==> src/core/pwt_defines.vh <==
// Register offsets, field positions and timing constants of the timer block.
`ifndef PWT_DEFINES_VH
`define PWT_DEFINES_VH
`define PWT_OFF_START 8'h00
`define PWT_OFF_USTART 8'h01
`define PWT_OFF_TRGSEL 8'h02
`define PWT_OFF_AMODE 8'h10
`define PWT_OFF_ACNT 8'h18
`define PWT_OFF_BMODE 8'h20
`define PWT_OFF_BCNT 8'h28
`define PWT_B_RUN_LSB 5
`define PWT_B_RUN_MSB 7
`define PWT_AM_GATE 0
`define PWT_AM_8BIT 1
`define PWT_AM_EDGE 2
`define PWT_AM_SRC_LSB 3
`define PWT_AM_SRC_MSB 5
`define PWT_BM_OPM_LSB 0
`define PWT_BM_OPM_MSB 1
`define PWT_BM_EDGE 2
`define PWT_BM_CHAIN 3
`define PWT_BM_SRC_LSB 4
`define PWT_BM_SRC_MSB 6
`define PWT_OPM_TIMER 2'h0
`define PWT_OPM_EVENT 2'h1
`define PWT_TRG_PIN 2'h0
`define PWT_TRG_B2 2'h1
`define PWT_TRG_LOWER 2'h2
`define PWT_TRG_HIGHER 2'h3
`define PWT_SRC_COUNT 3'h5
`define PWT_DIV2_LAST 5'h01
`define PWT_DIV8_LAST 5'h07
`define PWT_DIV32_LAST 5'h1f
`define PWT_PER16 16'hffff
`define PWT_PER8 16'h00ff
`endif

==> src/core/pwt_a_timer.v <==
// One A-type timer working as a 16-bit or 8-bit pulse width modulator.
`include "pwt_defines.vh"
module pwt_a_timer (
  input wire clk_sys,
  input wire sys_rst,
  input wire run,
  input wire gate,
  input wire mode8,
  input wire trig,
  input wire tick,
  input wire wr,
  input wire [15:0] wdata,
  output reg [15:0] rld_q,
  output reg pulse_q,
  output reg irq_q,
  output reg uf_q
);
  reg active_q;
  reg started_q;
  reg [15:0] hi_q;
  reg [15:0] pd_q;
  reg [7:0] pre_q;
  wire unit;
  wire [15:0] plen;
  wire [15:0] hlen;
  // In 8-bit mode the low byte prescales the count source by m+1.
  assign unit = active_q && tick && (!mode8 || pre_q == 8'h00);
  assign plen = mode8 ? `PWT_PER8 : `PWT_PER16;
  assign hlen = mode8 ? {8'h00, rld_q[15:8]} : rld_q;
  always @(posedge clk_sys) begin
    if (sys_rst) begin
      active_q <= 1'b0;
      started_q <= 1'b0;
      hi_q <= 16'h0000;
      pd_q <= 16'h0000;
      pre_q <= 8'h00;
      rld_q <= 16'h0000;
      pulse_q <= 1'b0;
      irq_q <= 1'b0;
      uf_q <= 1'b0;
    end else begin
      irq_q <= 1'b0;
      uf_q <= 1'b0;
      if (wr) begin
        rld_q <= wdata;
      end
      if (!run) begin
        active_q <= 1'b0;
        started_q <= 1'b0;
        pulse_q <= 1'b0;
        // A stop while high is still a falling pulse, so software sees it end.
        irq_q <= pulse_q;
        pd_q <= 16'h0000;
        pre_q <= 8'h00;
      end else if (!active_q) begin
        // Once active, further triggers are simply not looked at.
        if (!gate || trig) begin
          active_q <= 1'b1;
        end
      end
      if (active_q && tick && run) begin
        started_q <= 1'b1;
        if (mode8) begin
          pre_q <= (pre_q == 8'h00) ? rld_q[7:0] : pre_q - 8'h01;
        end
      end
      if (wr && (!run || !started_q)) begin
        hi_q <= mode8 ? {8'h00, wdata[15:8]} : wdata;
      end else if (run && unit) begin
        if (pd_q == 16'h0000) begin
          // Period boundary: rising edge takes the newest reload value.
          pd_q <= plen - 16'h0001;
          hi_q <= hlen;
          pulse_q <= (hlen != 16'h0000);
          uf_q <= 1'b1;
        end else begin
          pd_q <= pd_q - 16'h0001;
          if (hi_q != 16'h0000) begin
            hi_q <= hi_q - 16'h0001;
            if (hi_q == 16'h0001) begin
              pulse_q <= 1'b0;
              irq_q <= pulse_q;
            end
          end
        end
      end
    end
  end
endmodule // pwt_a_timer

==> src/core/pwt_b_timer.v <==
// One B-type down-counter used in timer mode and event counter mode.
`include "pwt_defines.vh"
module pwt_b_timer (
  input wire clk_sys,
  input wire sys_rst,
  input wire run,
  input wire tick,
  input wire wr,
  input wire [15:0] wdata,
  output reg [15:0] cnt_q,
  output reg uf_q
);
  reg [15:0] rld_q;
  reg started_q;
  always @(posedge clk_sys) begin
    if (sys_rst) begin
      rld_q <= 16'h0000;
      cnt_q <= 16'h0000;
      started_q <= 1'b0;
      uf_q <= 1'b0;
    end else begin
      uf_q <= 1'b0;
      if (!run) begin
        started_q <= 1'b0;
      end else if (tick) begin
        started_q <= 1'b1;
      end
      if (wr) begin
        rld_q <= wdata;
      end
      if (wr && (!run || !started_q)) begin
        cnt_q <= wdata;
      end else if (run && tick) begin
        if (cnt_q == 16'h0000) begin
          cnt_q <= rld_q;
          uf_q <= 1'b1;
        end else begin
          cnt_q <= cnt_q - 16'h0001;
        end
      end
    end
  end
endmodule // pwt_b_timer

==> src/core/pwt_top.v <==
// Top of the timer block: register port, prescaler, pin synchronisers and timers.
//
// Overview of operation
// - Each A timer is a down-counting 16-bit or 8-bit pulse width modulator.
// - The high counter reloads from the reload register at each rising pulse edge.
// - Triggers arriving after a modulator has started are ignored.
// - 16-bit mode: high for n count periods, period fixed at 65535.
// - 8-bit mode: high n*(m+1), period 255*(m+1) count periods.
// - Run bit starts at once, or on the next trigger when gating is chosen.
// - Triggers: pin edge, B2 underflow, lower or higher A neighbour, wrapping.
// - Interrupt request on each falling pulse edge; pulse drives the output pin.
// - Reading an A count register gives no guaranteed value.
// - Writes while stopped or before first tick load reload and counter.
// - Count source is div1, div2, div8, div32 or the subclock div32.
// - A two-bit mode field selects timer or event mode; measurement values hold the counter still.
// - Timer mode counts down, reloads on underflow, raises a request.
// - B0 to B2 run bits are bits 5 to 7 of the shared start register.
// - B count register reads return the live counter value.
// - Event mode counts selected pin edges, reloads and requests on underflow.
// - Event mode may count the preceding B timer's underflows instead, within groups of three (B0 counts B2, B3 counts B5).
// - Event mode divides by n+1 for n from 0000 to FFFF.
`include "pwt_defines.vh"
module pwt_top #(
  parameter NA = 5,
  parameter NB = 6
) (
  input wire clk_sys,
  input wire sys_rst,
  input wire [7:0] addr,
  input wire [15:0] wr_data,
  input wire wr_en,
  input wire rd_en,
  output reg [15:0] rd_data_q,
  input wire subclock_pin,
  input wire [NA-1:0] a_timer_trigger_pin,
  input wire [NB-1:0] b_timer_input_pin,
  output wire [NA-1:0] a_timer_pulse_pin,
  output wire [NA-1:0] a_irq,
  output wire [NB-1:0] b_irq
);
  reg [7:0] shared_start_register_q;
  reg [2:0] upper_start_register_q;
  reg [2*NA-1:0] trgsel_q;
  reg [8*NA-1:0] amode_q;
  reg [8*NB-1:0] bmode_q;
  reg [4:0] pre_q;
  reg [2:0] sub_sync_q;
  reg [4:0] sub_div_q;
  reg sub_tick_q;
  reg [NA-1:0] atrg_s1_q;
  reg [NA-1:0] atrg_s2_q;
  reg [NA-1:0] atrg_s3_q;
  reg [NB-1:0] bin_s1_q;
  reg [NB-1:0] bin_s2_q;
  reg [NB-1:0] bin_s3_q;
  reg [15:0] rd_d;
  wire [4:0] ticks;
  wire [NA-1:0] a_run;
  wire [NB-1:0] b_run;
  wire [NA-1:0] a_uf;
  wire [NB-1:0] b_uf;
  wire [NA-1:0] a_trig;
  wire [NA-1:0] a_tick;
  wire [NB-1:0] b_tick;
  wire [NA-1:0] a_wr;
  wire [NB-1:0] b_wr;
  wire [16*NA-1:0] a_rld;
  wire [16*NB-1:0] b_cnt;
  wire a_mode_hit;
  wire a_cnt_hit;
  wire b_mode_hit;
  wire b_cnt_hit;
  wire [2:0] idx;
  wire [4:0] div2_last;
  wire [4:0] div8_last;
  integer k;

  assign idx = addr[2:0];
  assign a_mode_hit = (addr[7:3] == `PWT_OFF_AMODE >> 3) && (idx < NA);
  assign a_cnt_hit = (addr[7:3] == `PWT_OFF_ACNT >> 3) && (idx < NA);
  assign b_mode_hit = (addr[7:3] == `PWT_OFF_BMODE >> 3) && (idx < NB);
  assign b_cnt_hit = (addr[7:3] == `PWT_OFF_BCNT >> 3) && (idx < NB);

  // Register writes. Run bits clear on reset so nothing counts until started.
  always @(posedge clk_sys) begin
    if (sys_rst) begin
      shared_start_register_q <= 8'h00;
      upper_start_register_q <= 3'h0;
      trgsel_q <= {2*NA{1'b0}};
      amode_q <= {8*NA{1'b0}};
      bmode_q <= {8*NB{1'b0}};
    end else if (wr_en) begin
      if (addr == `PWT_OFF_START) begin
        shared_start_register_q <= wr_data[7:0];
      end
      if (addr == `PWT_OFF_USTART) begin
        upper_start_register_q <= wr_data[`PWT_B_RUN_MSB:`PWT_B_RUN_LSB];
      end
      if (addr == `PWT_OFF_TRGSEL) begin
        trgsel_q <= wr_data[2*NA-1:0];
      end
      if (a_mode_hit) begin
        amode_q[8*idx +: 8] <= wr_data[7:0];
      end
      if (b_mode_hit) begin
        bmode_q[8*idx +: 8] <= wr_data[7:0];
      end
    end
  end

  // Read path; unmapped addresses read as zero.
  always @* begin
    rd_d = 16'h0000;
    if (addr == `PWT_OFF_START) begin
      rd_d = {8'h00, shared_start_register_q};
    end
    if (addr == `PWT_OFF_USTART) begin
      rd_d = {8'h00, upper_start_register_q, 5'h00};
    end
    if (addr == `PWT_OFF_TRGSEL) begin
      rd_d[2*NA-1:0] = trgsel_q;
    end
    if (a_mode_hit) begin
      rd_d = {8'h00, amode_q[8*idx +: 8]};
    end
    if (a_cnt_hit) begin
      // The live modulator state is not exposed; the reload value is returned.
      rd_d = a_rld[16*idx +: 16];
    end
    if (b_mode_hit) begin
      rd_d = {8'h00, bmode_q[8*idx +: 8]};
    end
    if (b_cnt_hit) begin
      rd_d = b_cnt[16*idx +: 16];
    end
  end

  always @(posedge clk_sys) begin
    if (sys_rst) begin
      rd_data_q <= 16'h0000;
    end else if (rd_en) begin
      rd_data_q <= rd_d;
    end else begin
      rd_data_q <= 16'h0000;
    end
  end

  // Prescaler and subclock divider produce one-cycle count source ticks.
  always @(posedge clk_sys) begin
    if (sys_rst) begin
      pre_q <= 5'h00;
      sub_sync_q <= 3'h0;
      sub_div_q <= 5'h00;
      sub_tick_q <= 1'b0;
    end else begin
      pre_q <= pre_q + 5'h01;
      sub_sync_q <= {sub_sync_q[1:0], subclock_pin};
      sub_tick_q <= 1'b0;
      if (sub_sync_q[1] && !sub_sync_q[2]) begin
        sub_div_q <= sub_div_q + 5'h01;
        sub_tick_q <= (sub_div_q == `PWT_DIV32_LAST);
      end
    end
  end
  assign ticks[0] = 1'b1;
  // A literal cannot be bit-selected, so the tick points are held in named wires.
  assign div2_last = `PWT_DIV2_LAST;
  assign div8_last = `PWT_DIV8_LAST;
  assign ticks[1] = (pre_q[0] == div2_last[0]);
  assign ticks[2] = (pre_q[2:0] == div8_last[2:0]);
  assign ticks[3] = (pre_q == `PWT_DIV32_LAST);
  assign ticks[4] = sub_tick_q;

  // Pin inputs pass two flip-flops; the third stage only feeds edge detection.
  always @(posedge clk_sys) begin
    if (sys_rst) begin
      atrg_s1_q <= {NA{1'b0}};
      atrg_s2_q <= {NA{1'b0}};
      atrg_s3_q <= {NA{1'b0}};
      bin_s1_q <= {NB{1'b0}};
      bin_s2_q <= {NB{1'b0}};
      bin_s3_q <= {NB{1'b0}};
    end else begin
      atrg_s1_q <= a_timer_trigger_pin;
      atrg_s2_q <= atrg_s1_q;
      atrg_s3_q <= atrg_s2_q;
      bin_s1_q <= b_timer_input_pin;
      bin_s2_q <= bin_s1_q;
      bin_s3_q <= bin_s2_q;
    end
  end

  assign a_run = shared_start_register_q[NA-1:0];
  assign b_run = {upper_start_register_q,
    shared_start_register_q[`PWT_B_RUN_MSB:`PWT_B_RUN_LSB]};

  genvar i;
  generate
    for (i = 0; i < NA; i = i + 1) begin : g_a
      wire [7:0] md;
      wire [1:0] ts;
      wire [2:0] src;
      wire pin_edge;
      assign md = amode_q[8*i +: 8];
      assign ts = trgsel_q[2*i +: 2];
      assign src = md[`PWT_AM_SRC_MSB:`PWT_AM_SRC_LSB];
      assign pin_edge = md[`PWT_AM_EDGE] ? (atrg_s3_q[i] && !atrg_s2_q[i]) :
        (atrg_s2_q[i] && !atrg_s3_q[i]);
      // Neighbour selection wraps around the ring of A timers.
      assign a_trig[i] = (ts == `PWT_TRG_PIN) ? pin_edge :
        (ts == `PWT_TRG_B2) ? b_uf[2] :
        (ts == `PWT_TRG_LOWER) ? a_uf[(i + NA - 1) % NA] : a_uf[(i + 1) % NA];
      assign a_tick[i] = (src < `PWT_SRC_COUNT) ? ticks[src] : 1'b0;
      assign a_wr[i] = wr_en && a_cnt_hit && (idx == i);
      pwt_a_timer u_a (
        .clk_sys(clk_sys),
        .sys_rst(sys_rst),
        .run(a_run[i]),
        .gate(md[`PWT_AM_GATE]),
        .mode8(md[`PWT_AM_8BIT]),
        .trig(a_trig[i]),
        .tick(a_tick[i]),
        .wr(a_wr[i]),
        .wdata(wr_data),
        .rld_q(a_rld[16*i +: 16]),
        .pulse_q(a_timer_pulse_pin[i]),
        .irq_q(a_irq[i]),
        .uf_q(a_uf[i])
      );
    end
    for (i = 0; i < NB; i = i + 1) begin : g_b
      wire [7:0] md;
      wire [1:0] opm;
      wire [2:0] src;
      wire pin_edge;
      wire chain;
      assign md = bmode_q[8*i +: 8];
      assign opm = md[`PWT_BM_OPM_MSB:`PWT_BM_OPM_LSB];
      assign src = md[`PWT_BM_SRC_MSB:`PWT_BM_SRC_LSB];
      assign pin_edge = md[`PWT_BM_EDGE] ? (bin_s3_q[i] && !bin_s2_q[i]) :
        (bin_s2_q[i] && !bin_s3_q[i]);
      // Chains run inside groups of three, so B0 follows B2 and B3 follows B5.
      assign chain = b_uf[(i % 3 == 0) ? i + 2 : i - 1];
      // Measurement mode is not built here: the counter then holds still.
      assign b_tick[i] = (opm == `PWT_OPM_TIMER) ?
        ((src < `PWT_SRC_COUNT) ? ticks[src] : 1'b0) :
        (opm == `PWT_OPM_EVENT) ? (md[`PWT_BM_CHAIN] ? chain : pin_edge) :
        1'b0;
      assign b_wr[i] = wr_en && b_cnt_hit && (idx == i);
      pwt_b_timer u_b (
        .clk_sys(clk_sys),
        .sys_rst(sys_rst),
        .run(b_run[i]),
        .tick(b_tick[i]),
        .wr(b_wr[i]),
        .wdata(wr_data),
        .cnt_q(b_cnt[16*i +: 16]),
        .uf_q(b_uf[i])
      );
    end
  endgenerate
  assign b_irq = b_uf;
endmodule // pwt_top

==> config.mk <==
export PLATFORM = sky130hd
export DESIGN_NAME = pwt_top
export DESIGN_NICKNAME = d
export VERILOG_FILES = /design/src/core/pwt_a_timer.v /design/src/core/pwt_b_timer.v /design/src/core/pwt_top.v
export VERILOG_INCLUDE_DIRS = /design/src /design/src/core
export SDC_FILE = /design/constraint.sdc
export NUM_CORES = 2
export LEC_CHECK = 0
export CORE_AREA = 3 3 278 280
export DETAILED_ROUTE_END_ITERATION = 12
export DIE_AREA = 0 0 281 283
export DONT_BUFFER_PORTS = 1
export PLACE_DENSITY = 0.67
export SLEW_MARGIN = 5
export SYNTH_ARGS = -nofsm -noshare
export SYNTH_HDL_FRONTEND = slang
export SYNTH_HIERARCHICAL = 1
export SYNTH_SLANG_ARGS = --single-unit
==> constraint.sdc <==
create_clock -name clk_sys -period 8.8 [get_ports clk_sys]
set_clock_uncertainty 0.05 [all_clocks]
set_input_delay 0.88 -clock clk_sys [delete_from_list [all_inputs] [get_ports clk_sys]]
set_output_delay 0.88 -clock clk_sys [all_outputs]
set_load 0.03 [all_outputs]
-- Yosys cells after proc, flatten, opt, wreduce, memory -nomap -nowiden
Index checks and enable logic that the tools add are counted.
- add/sub/neg operators: 29
- $mul: 0
- div/mod/pow operators: 0
- magnitude comparators: 24
- equality and inequality tests: 40
- shifts and indexed selects: 8
- mux-type cells: 270
- bitwise gates (word level): 24
- reduce and logical (&&, ||, !) cells: 242
- operators with widths (cell ; number):
    $mux W16 ; 78
    $sub A16 B1 Y16 const B ; 21
    $logic_not A16 Y1 ; 11
    $mux W8 ; 21
    $reduce_bool A16 Y1 ; 10
    $mux W1 ; 157
    $shiftx A96 B8 Y16 ; 1
    $eq A16 B1 Y1 const B ; 5
    $shiftx A80 B8 Y16 ; 1
    $logic_and A1 B1 Y1 ; 77
    $logic_not A1 Y1 ; 55
    $bwmux W48 ; 1
    $logic_not A8 Y1 ; 6
    $shift A8 B34 Y48 const A ; 1
    $shiftx A48 B7 Y8 ; 1
    $shiftx A8 B34 Y48 ; 1
    $lt A3 B4 Y1 const B ; 11
    $bwmux W40 ; 1
    $shift A8 B34 Y40 const A ; 1
    $shiftx A40 B7 Y8 ; 1
    $shiftx A8 B34 Y40 ; 1
    $sub A8 B1 Y8 const B ; 5
    $lt A3 B3 Y1 const B ; 13
    $neg A6 Y34 ; 1
    23 further kinds ; 156
- flip-flop bits (word level): 681
- bits in latches: 0
- bits in writable memories: 0
- bits in read-only memories: 0
- output and inout bits: 32
- word-level logic and storage cells: 722
- memories: 0

-- Logic depth before layout (Yosys ltp)
- word-level depth: 9
- gate-level depth with buffers: 17
- mapped depth without buffers: 12

-- Hierarchy
Netlist, hierarchy kept.
- modules (own cells, without submodules) (module ; instances ; cells an instance ; area each (um^2) ; sequential area each (um^2)):
    pwt_a_timer ; 5 ; 456 ; 3693.5 ; 1221.2
    pwt_b_timer ; 6 ; 196 ; 1779.2 ; 680.7
    pwt_top ; 1 ; 1064 ; 9650.5 ; 3443.3

-- Worst setup path after synthesis
Ideal clock, no wire load.
- kind: input to register
- from: input port addr[1]
- to: register g_b[5].u_b.cnt_q[1]
- library setup time: 136 ps
- arrival time: 3808 ps
- data required time: 8614 ps
- slack: 4806 ps
- cell stages on the path: 14
- cell sequence: buf_4 -> buf_2 -> clkinv_1 -> clkbuf_1 -> ha_1 -> clkbuf_1 -> nand3_1 -> nor2_1 -> clkbuf_1 -> a21boi_1 -> a21oi_1 -> clkbuf_1 -> a22oi_1 -> o32ai_2
- longest elaborated chain between the ends: 6
- elaborated cells on any way between the ends: 8
- classes of those cells: order compare (1); eq/ne (1); mux (1); reduce/logical (5)
- RTL lines (element ; line ; RTL):
    start, declared ; pwt_top.v:29 ; input wire [7:0] addr,
    $lt A3 B3 Y1 ; pwt_top.v:82 ; assign b_cnt_hit = (addr[7:3] == `PWT_OFF_BCNT >> 3) && (idx < NB);
    $logic_and A1 B1 Y1 ; pwt_top.v:82 ;
    $logic_and A1 B1 Y1 ; pwt_top.v:249 ; assign b_wr[i] = wr_en && b_cnt_hit && (idx == i);
    $logic_and A1 B1 Y1 (*) ; pwt_top.v:249 ;
    named net b_wr[5] ; pwt_top.v:66 ; wire [NB-1:0] b_wr;
    $logic_and A1 B1 Y1 (*) ; pwt_b_timer.v:31 ; if (wr && (!run || !started_q)) begin
    $mux W16 or $reduce_bool A2 Y1 (tied branches) ; n/a ;
    end signal, assigned ; pwt_b_timer.v:32 ; cnt_q <= wdata;
    end signal, assigned ; pwt_b_timer.v:35 ; cnt_q <= rld_q;
    end signal, assigned ; pwt_b_timer.v:38 ; cnt_q <= cnt_q - 16'h0001;
    end, declared ; pwt_b_timer.v:10 ; output reg [15:0] cnt_q,
Mark *: on every way through the listed nets, which the timed path passes. The rest lies on a longest branch.
A chain may end at the register's enable or synchronous reset.

==> impl_metrics.sql <==
INSERT INTO impl_metrics (metric_group, metric, value, unit) VALUES
('status', 'status', 'finished, violations left', ''),
('status', 'violations', 'slew limit', ''),
('synthesis', 'synthTopCellsByCount', 'dfxtp_1, nor2_1, mux2i_1', ''),
('critical_path', 'cp_cell_sequence', 'ha_1, and3_1, ha_1, mux2i_1, nor2_1, mux2_2, nor2_1, a211oi_1, nand3_1, a211o_1, o32ai_1', ''),
('pwr', 'max-vdd-ir-drop', '0.1415', 'mV'),
('sta', 'report.final.hold_viol_count', '0', ''),
('finish', 'seq_area', '13630', 'um2'),
('critical_path', 'critical_path.reg2reg.endpoint', 'g_b[0].u_b/cnt_q[9]$_SDFFE_PP0P_', ''),
('synthesis', 'synth_seq_area_share', '35.14', '%'),
('synthesis', 'synth_cell_type_count', '97', ''),
('die', 'core.rowCount', '100', ''),
('synthesis', 'synth_warnings', '6', ''),
('die', 'die_y', '283', 'um'),
('critical_path', 'type_of_element_capturing_the_critical_path', 'flip-flop', ''),
('sta', 'max_slew_violation_count', '442', ''),
('die', 'die_area', '79520', 'um2'),
('detailed_routing', 'routed_wire_length_per_instance', '23.45', 'um'),
('clock_network', 'post_cts_resized', '0', ''),
('synthesis', 'main_area_contributors_after_synthesis', 'dfxtp_1, mux2i_1, nor2_1', ''),
('synthesis', 'asyncSetResetFlopFracSynth', '0', '%'),
('critical_path', 'cp_slowest_stage_delay', '0.91', 'ns'),
('sta', 'setup-tns-final', '0', 'ns'),
('placed_design', 'gp_congestion', '0.9439', ''),
('detailed_routing', 'drt-vias-per-instance', '6.628', ''),
('critical_path', 'critPathRequiredTime', '9.22', 'ns'),
('sta', 'final_min_period_over_clock_period', '51.03', '%'),
('clock_network', 'cts-hold-fix-buffers', '0', ''),
('critical_path', 'timing.rr.start', 'pre_q[0]$_SDFF_PP0_', ''),
('finish', 'area.growth.synth_to_final', '6.199', '%'),
('clock_network', 'cts_sinks', '681', ''),
('detailed_routing', 'drt-total-wl', '125600', 'um'),
('detailed_routing', 'antenna_left', '0', ''),
('min_path', 'hold_path.class', 'in -> reg', ''),
('detailed_routing', 'route.vias.total', '35510', ''),
('synthesis', 'number_of_instances_in_the_synthesized_netlist', '4520', ''),
('synthesis', 'synth.net_count', '4608', ''),
('synthesis', 'synthFlopType', 'dfxtp_1', ''),
('synthesis', 'yosysTopAreaCell', 'dfxtp_1', ''),
('sta', 'max_freq', '222.7', 'MHz'),
('clock_network', 'numCtsBuffers', '78', ''),
('clock_network', 'clock_tree.htree_level_count', '3', ''),
('critical_path', 'crit_path_max_fanout', '14', ''),
('placed_design', 'dp_hpwl', '80960', 'um'),
('die', 'core_region_area', '74700', 'um2'),
('clock_network', 'insertion_delay_of_the_later_clocked_pin_in_the_worst_skew_pair', '0.65', 'ns'),
('clock_network', 'clk_root_buffer_cell', 'clkbuf_16', ''),
('pwr', 'power-per-cell-area', '156.8', 'nW/um2'),
('critical_path', 'timing_worst_setup_path_type', 'reg -> reg', ''),
('global_routing', 'grt_pass1_wl', '193400', 'um'),
('finish', 'final_nets', '4423', ''),
('sta', 'setup_repair_after_global_routing_missed_its_margin', 'false', ''),
('critical_path', 'rr_worst_depth', '11', ''),
('sta', 'worst_slew_margin_rel', '-96.41', '%'),
('die', 'top_level_ports', '72', ''),
('pwr', 'leakage', '14.70', 'nW'),
('detailed_routing', 'detail_route.iter0.violations', '3979', ''),
('min_path', 'timing.hold.worst_endpoint', 'g_b[4].u_b/rld_q[4]$_SDFFE_PP0P_', ''),
('global_routing', 'overflow', '0', ''),
('placed_design', 'port-buffer-count', '0', ''),
('clock_network', 'cts_buffer_depth', '3', ''),
('placed_design', 'place_ws', '3.902', 'ns'),
('critical_path', 'critPathSlowestCell', 'a211oi_1', ''),
('global_routing', 'grt_antenna_before_repair', '4', ''),
('clock_network', 'cts_setup_buffers', '0', ''),
('critical_path', 'setup.reg_to_reg.worst_slack', '4.31', 'ns'),
('detailed_routing', 'residual_drc_count', '0', ''),
('detailed_routing', 'dr.pass1.iters', '6', ''),
('synthesis', 'ys_seq_elements', '681', ''),
('synthesis', 'syn_avg_cell_area', '8.583', 'um2'),
('min_path', 'min_path_cells', '1', ''),
('synthesis', 'synth_top_area_share', '35.14', '%');
==> layer usage <==
| metal | global-route usage (%) | part of all wire (%) |
|---|---|---|
| met4 | 10.92 | 3.8 |
| met3 | 6.324 | 10 |
| met5 | 0 | 0.018 |
| met1 | 44.51 | 44 |
| met2 | 43.76 | 42 |
==> how the worst max path moves through the flow <==
| stage | startpoint | to | slack [ns] | depth (start not counted) |
|---|---|---|---|---|
| after global placement | addr[1] | g_b[0].u_b/cnt_q[1]$_SDFFE_PP0P_ | 4.02 | 10 |
| after floorplan | addr[1] | g_b[5].u_b/cnt_q[1]$_SDFFE_PP0P_ | 4.81 | 14 |
| final | pre_q[0]$_SDFF_PP0_ | g_b[0].u_b/cnt_q[9]$_SDFFE_PP0P_ | 4.31 | 11 |
| after global routing | pre_q[0]$_SDFF_PP0_ | g_a[0].u_a/hi_q[1]$_SDFFE_PP0P_ | 4.23 | 11 |
| after detailed placement | addr[1] | g_b[0].u_b/cnt_q[1]$_SDFFE_PP0P_ | 3.90 | 10 |
| after CTS | addr[1] | g_b[0].u_b/cnt_q[1]$_SDFFE_PP0P_ | 4.57 | 10 |
==> where the power goes <==
group | switching (mW) | internal, mW | total [mW]
clock network | 1.36 | 1.86 | 3.23
registers | 0.00981 | 3.09 | 3.10
logic | 0.0739 | 0.0556 | 0.130
==> per-stage QoR <==
stage               instance area [um2]  instances  power [mW]
global route                      41200       5357       6.635
CTS                               41190       5357       6.502
floorplan                         38790       4520       3.325
detailed placement                38690       5224       3.296
finish                            41200       5357       6.460
global placement                  38690       5224       3.295
==> flip-flops by register name, indices dropped and copies added, names as in the netlist, 6 cells and up <==
signal	count
g_b.u_b/cnt_q	96
g_b.u_b/rld_q	96
g_a.u_a/hi_q	80
g_a.u_a/pd_q	80
g_a.u_a/rld_q	80
bmode_q	48
amode_q	40
g_a.u_a/pre_q	40
rd_data_q	16
trgsel_q	10
shared_start_register_q	8
bin_s1_q	6
bin_s2_q	6
bin_s3_q	6
g_b.u_b/started_q	6
g_b.u_b/uf_q	6
==> cell usage in the layout (no fill, tap or decap), types with 58 or more instances in the layout <==
cell type	instances
dfxtp_1	681
nor2_1	634
mux2i_1	416
a21oi_1	269
nand2_1	214
o21ai_0	206
nor3_1	161
nand3_1	116
a22oi_1	107
nor4_1	105
o22ai_1	91
clkbuf_16	78
nor2b_1	77
inv_1	72
or3_1	58
==> worst max-delay path, delay by kind of cell, from the launching register on <==
family                   cells  cell delay, ns
adder cells (fa/ha/maj)      2            0.70
AO/OA/AOI/OAI                3            1.59
AND/OR/NAND/NOR              4            0.99
flip-flops                   1            0.68
multiplexers                 2            0.31
==> layout make-up <==
class | count | area share [%]
clock buffers | 106 | 5.309
clock inverters | 27 | 0.7562
inverters | 73 | 0.6651
multi-input cells | 3468 | 56.63
flip-flops and latches | 681 | 33.09
well taps | 969 | 2.943
repair buffers | 33 | 0.6013
==> kinds of logic after synthesis <==
family	Yosys count	synth area share, %
mux	477	13.20
xor+xnor	51	1.151
compound gates	1182	20.92
flops	681	35.14
fa+ha+maj	48	1.548
buf+inv	371	4.812
simple gates	1710	23.22
Power figures use the tool's default switching activity.
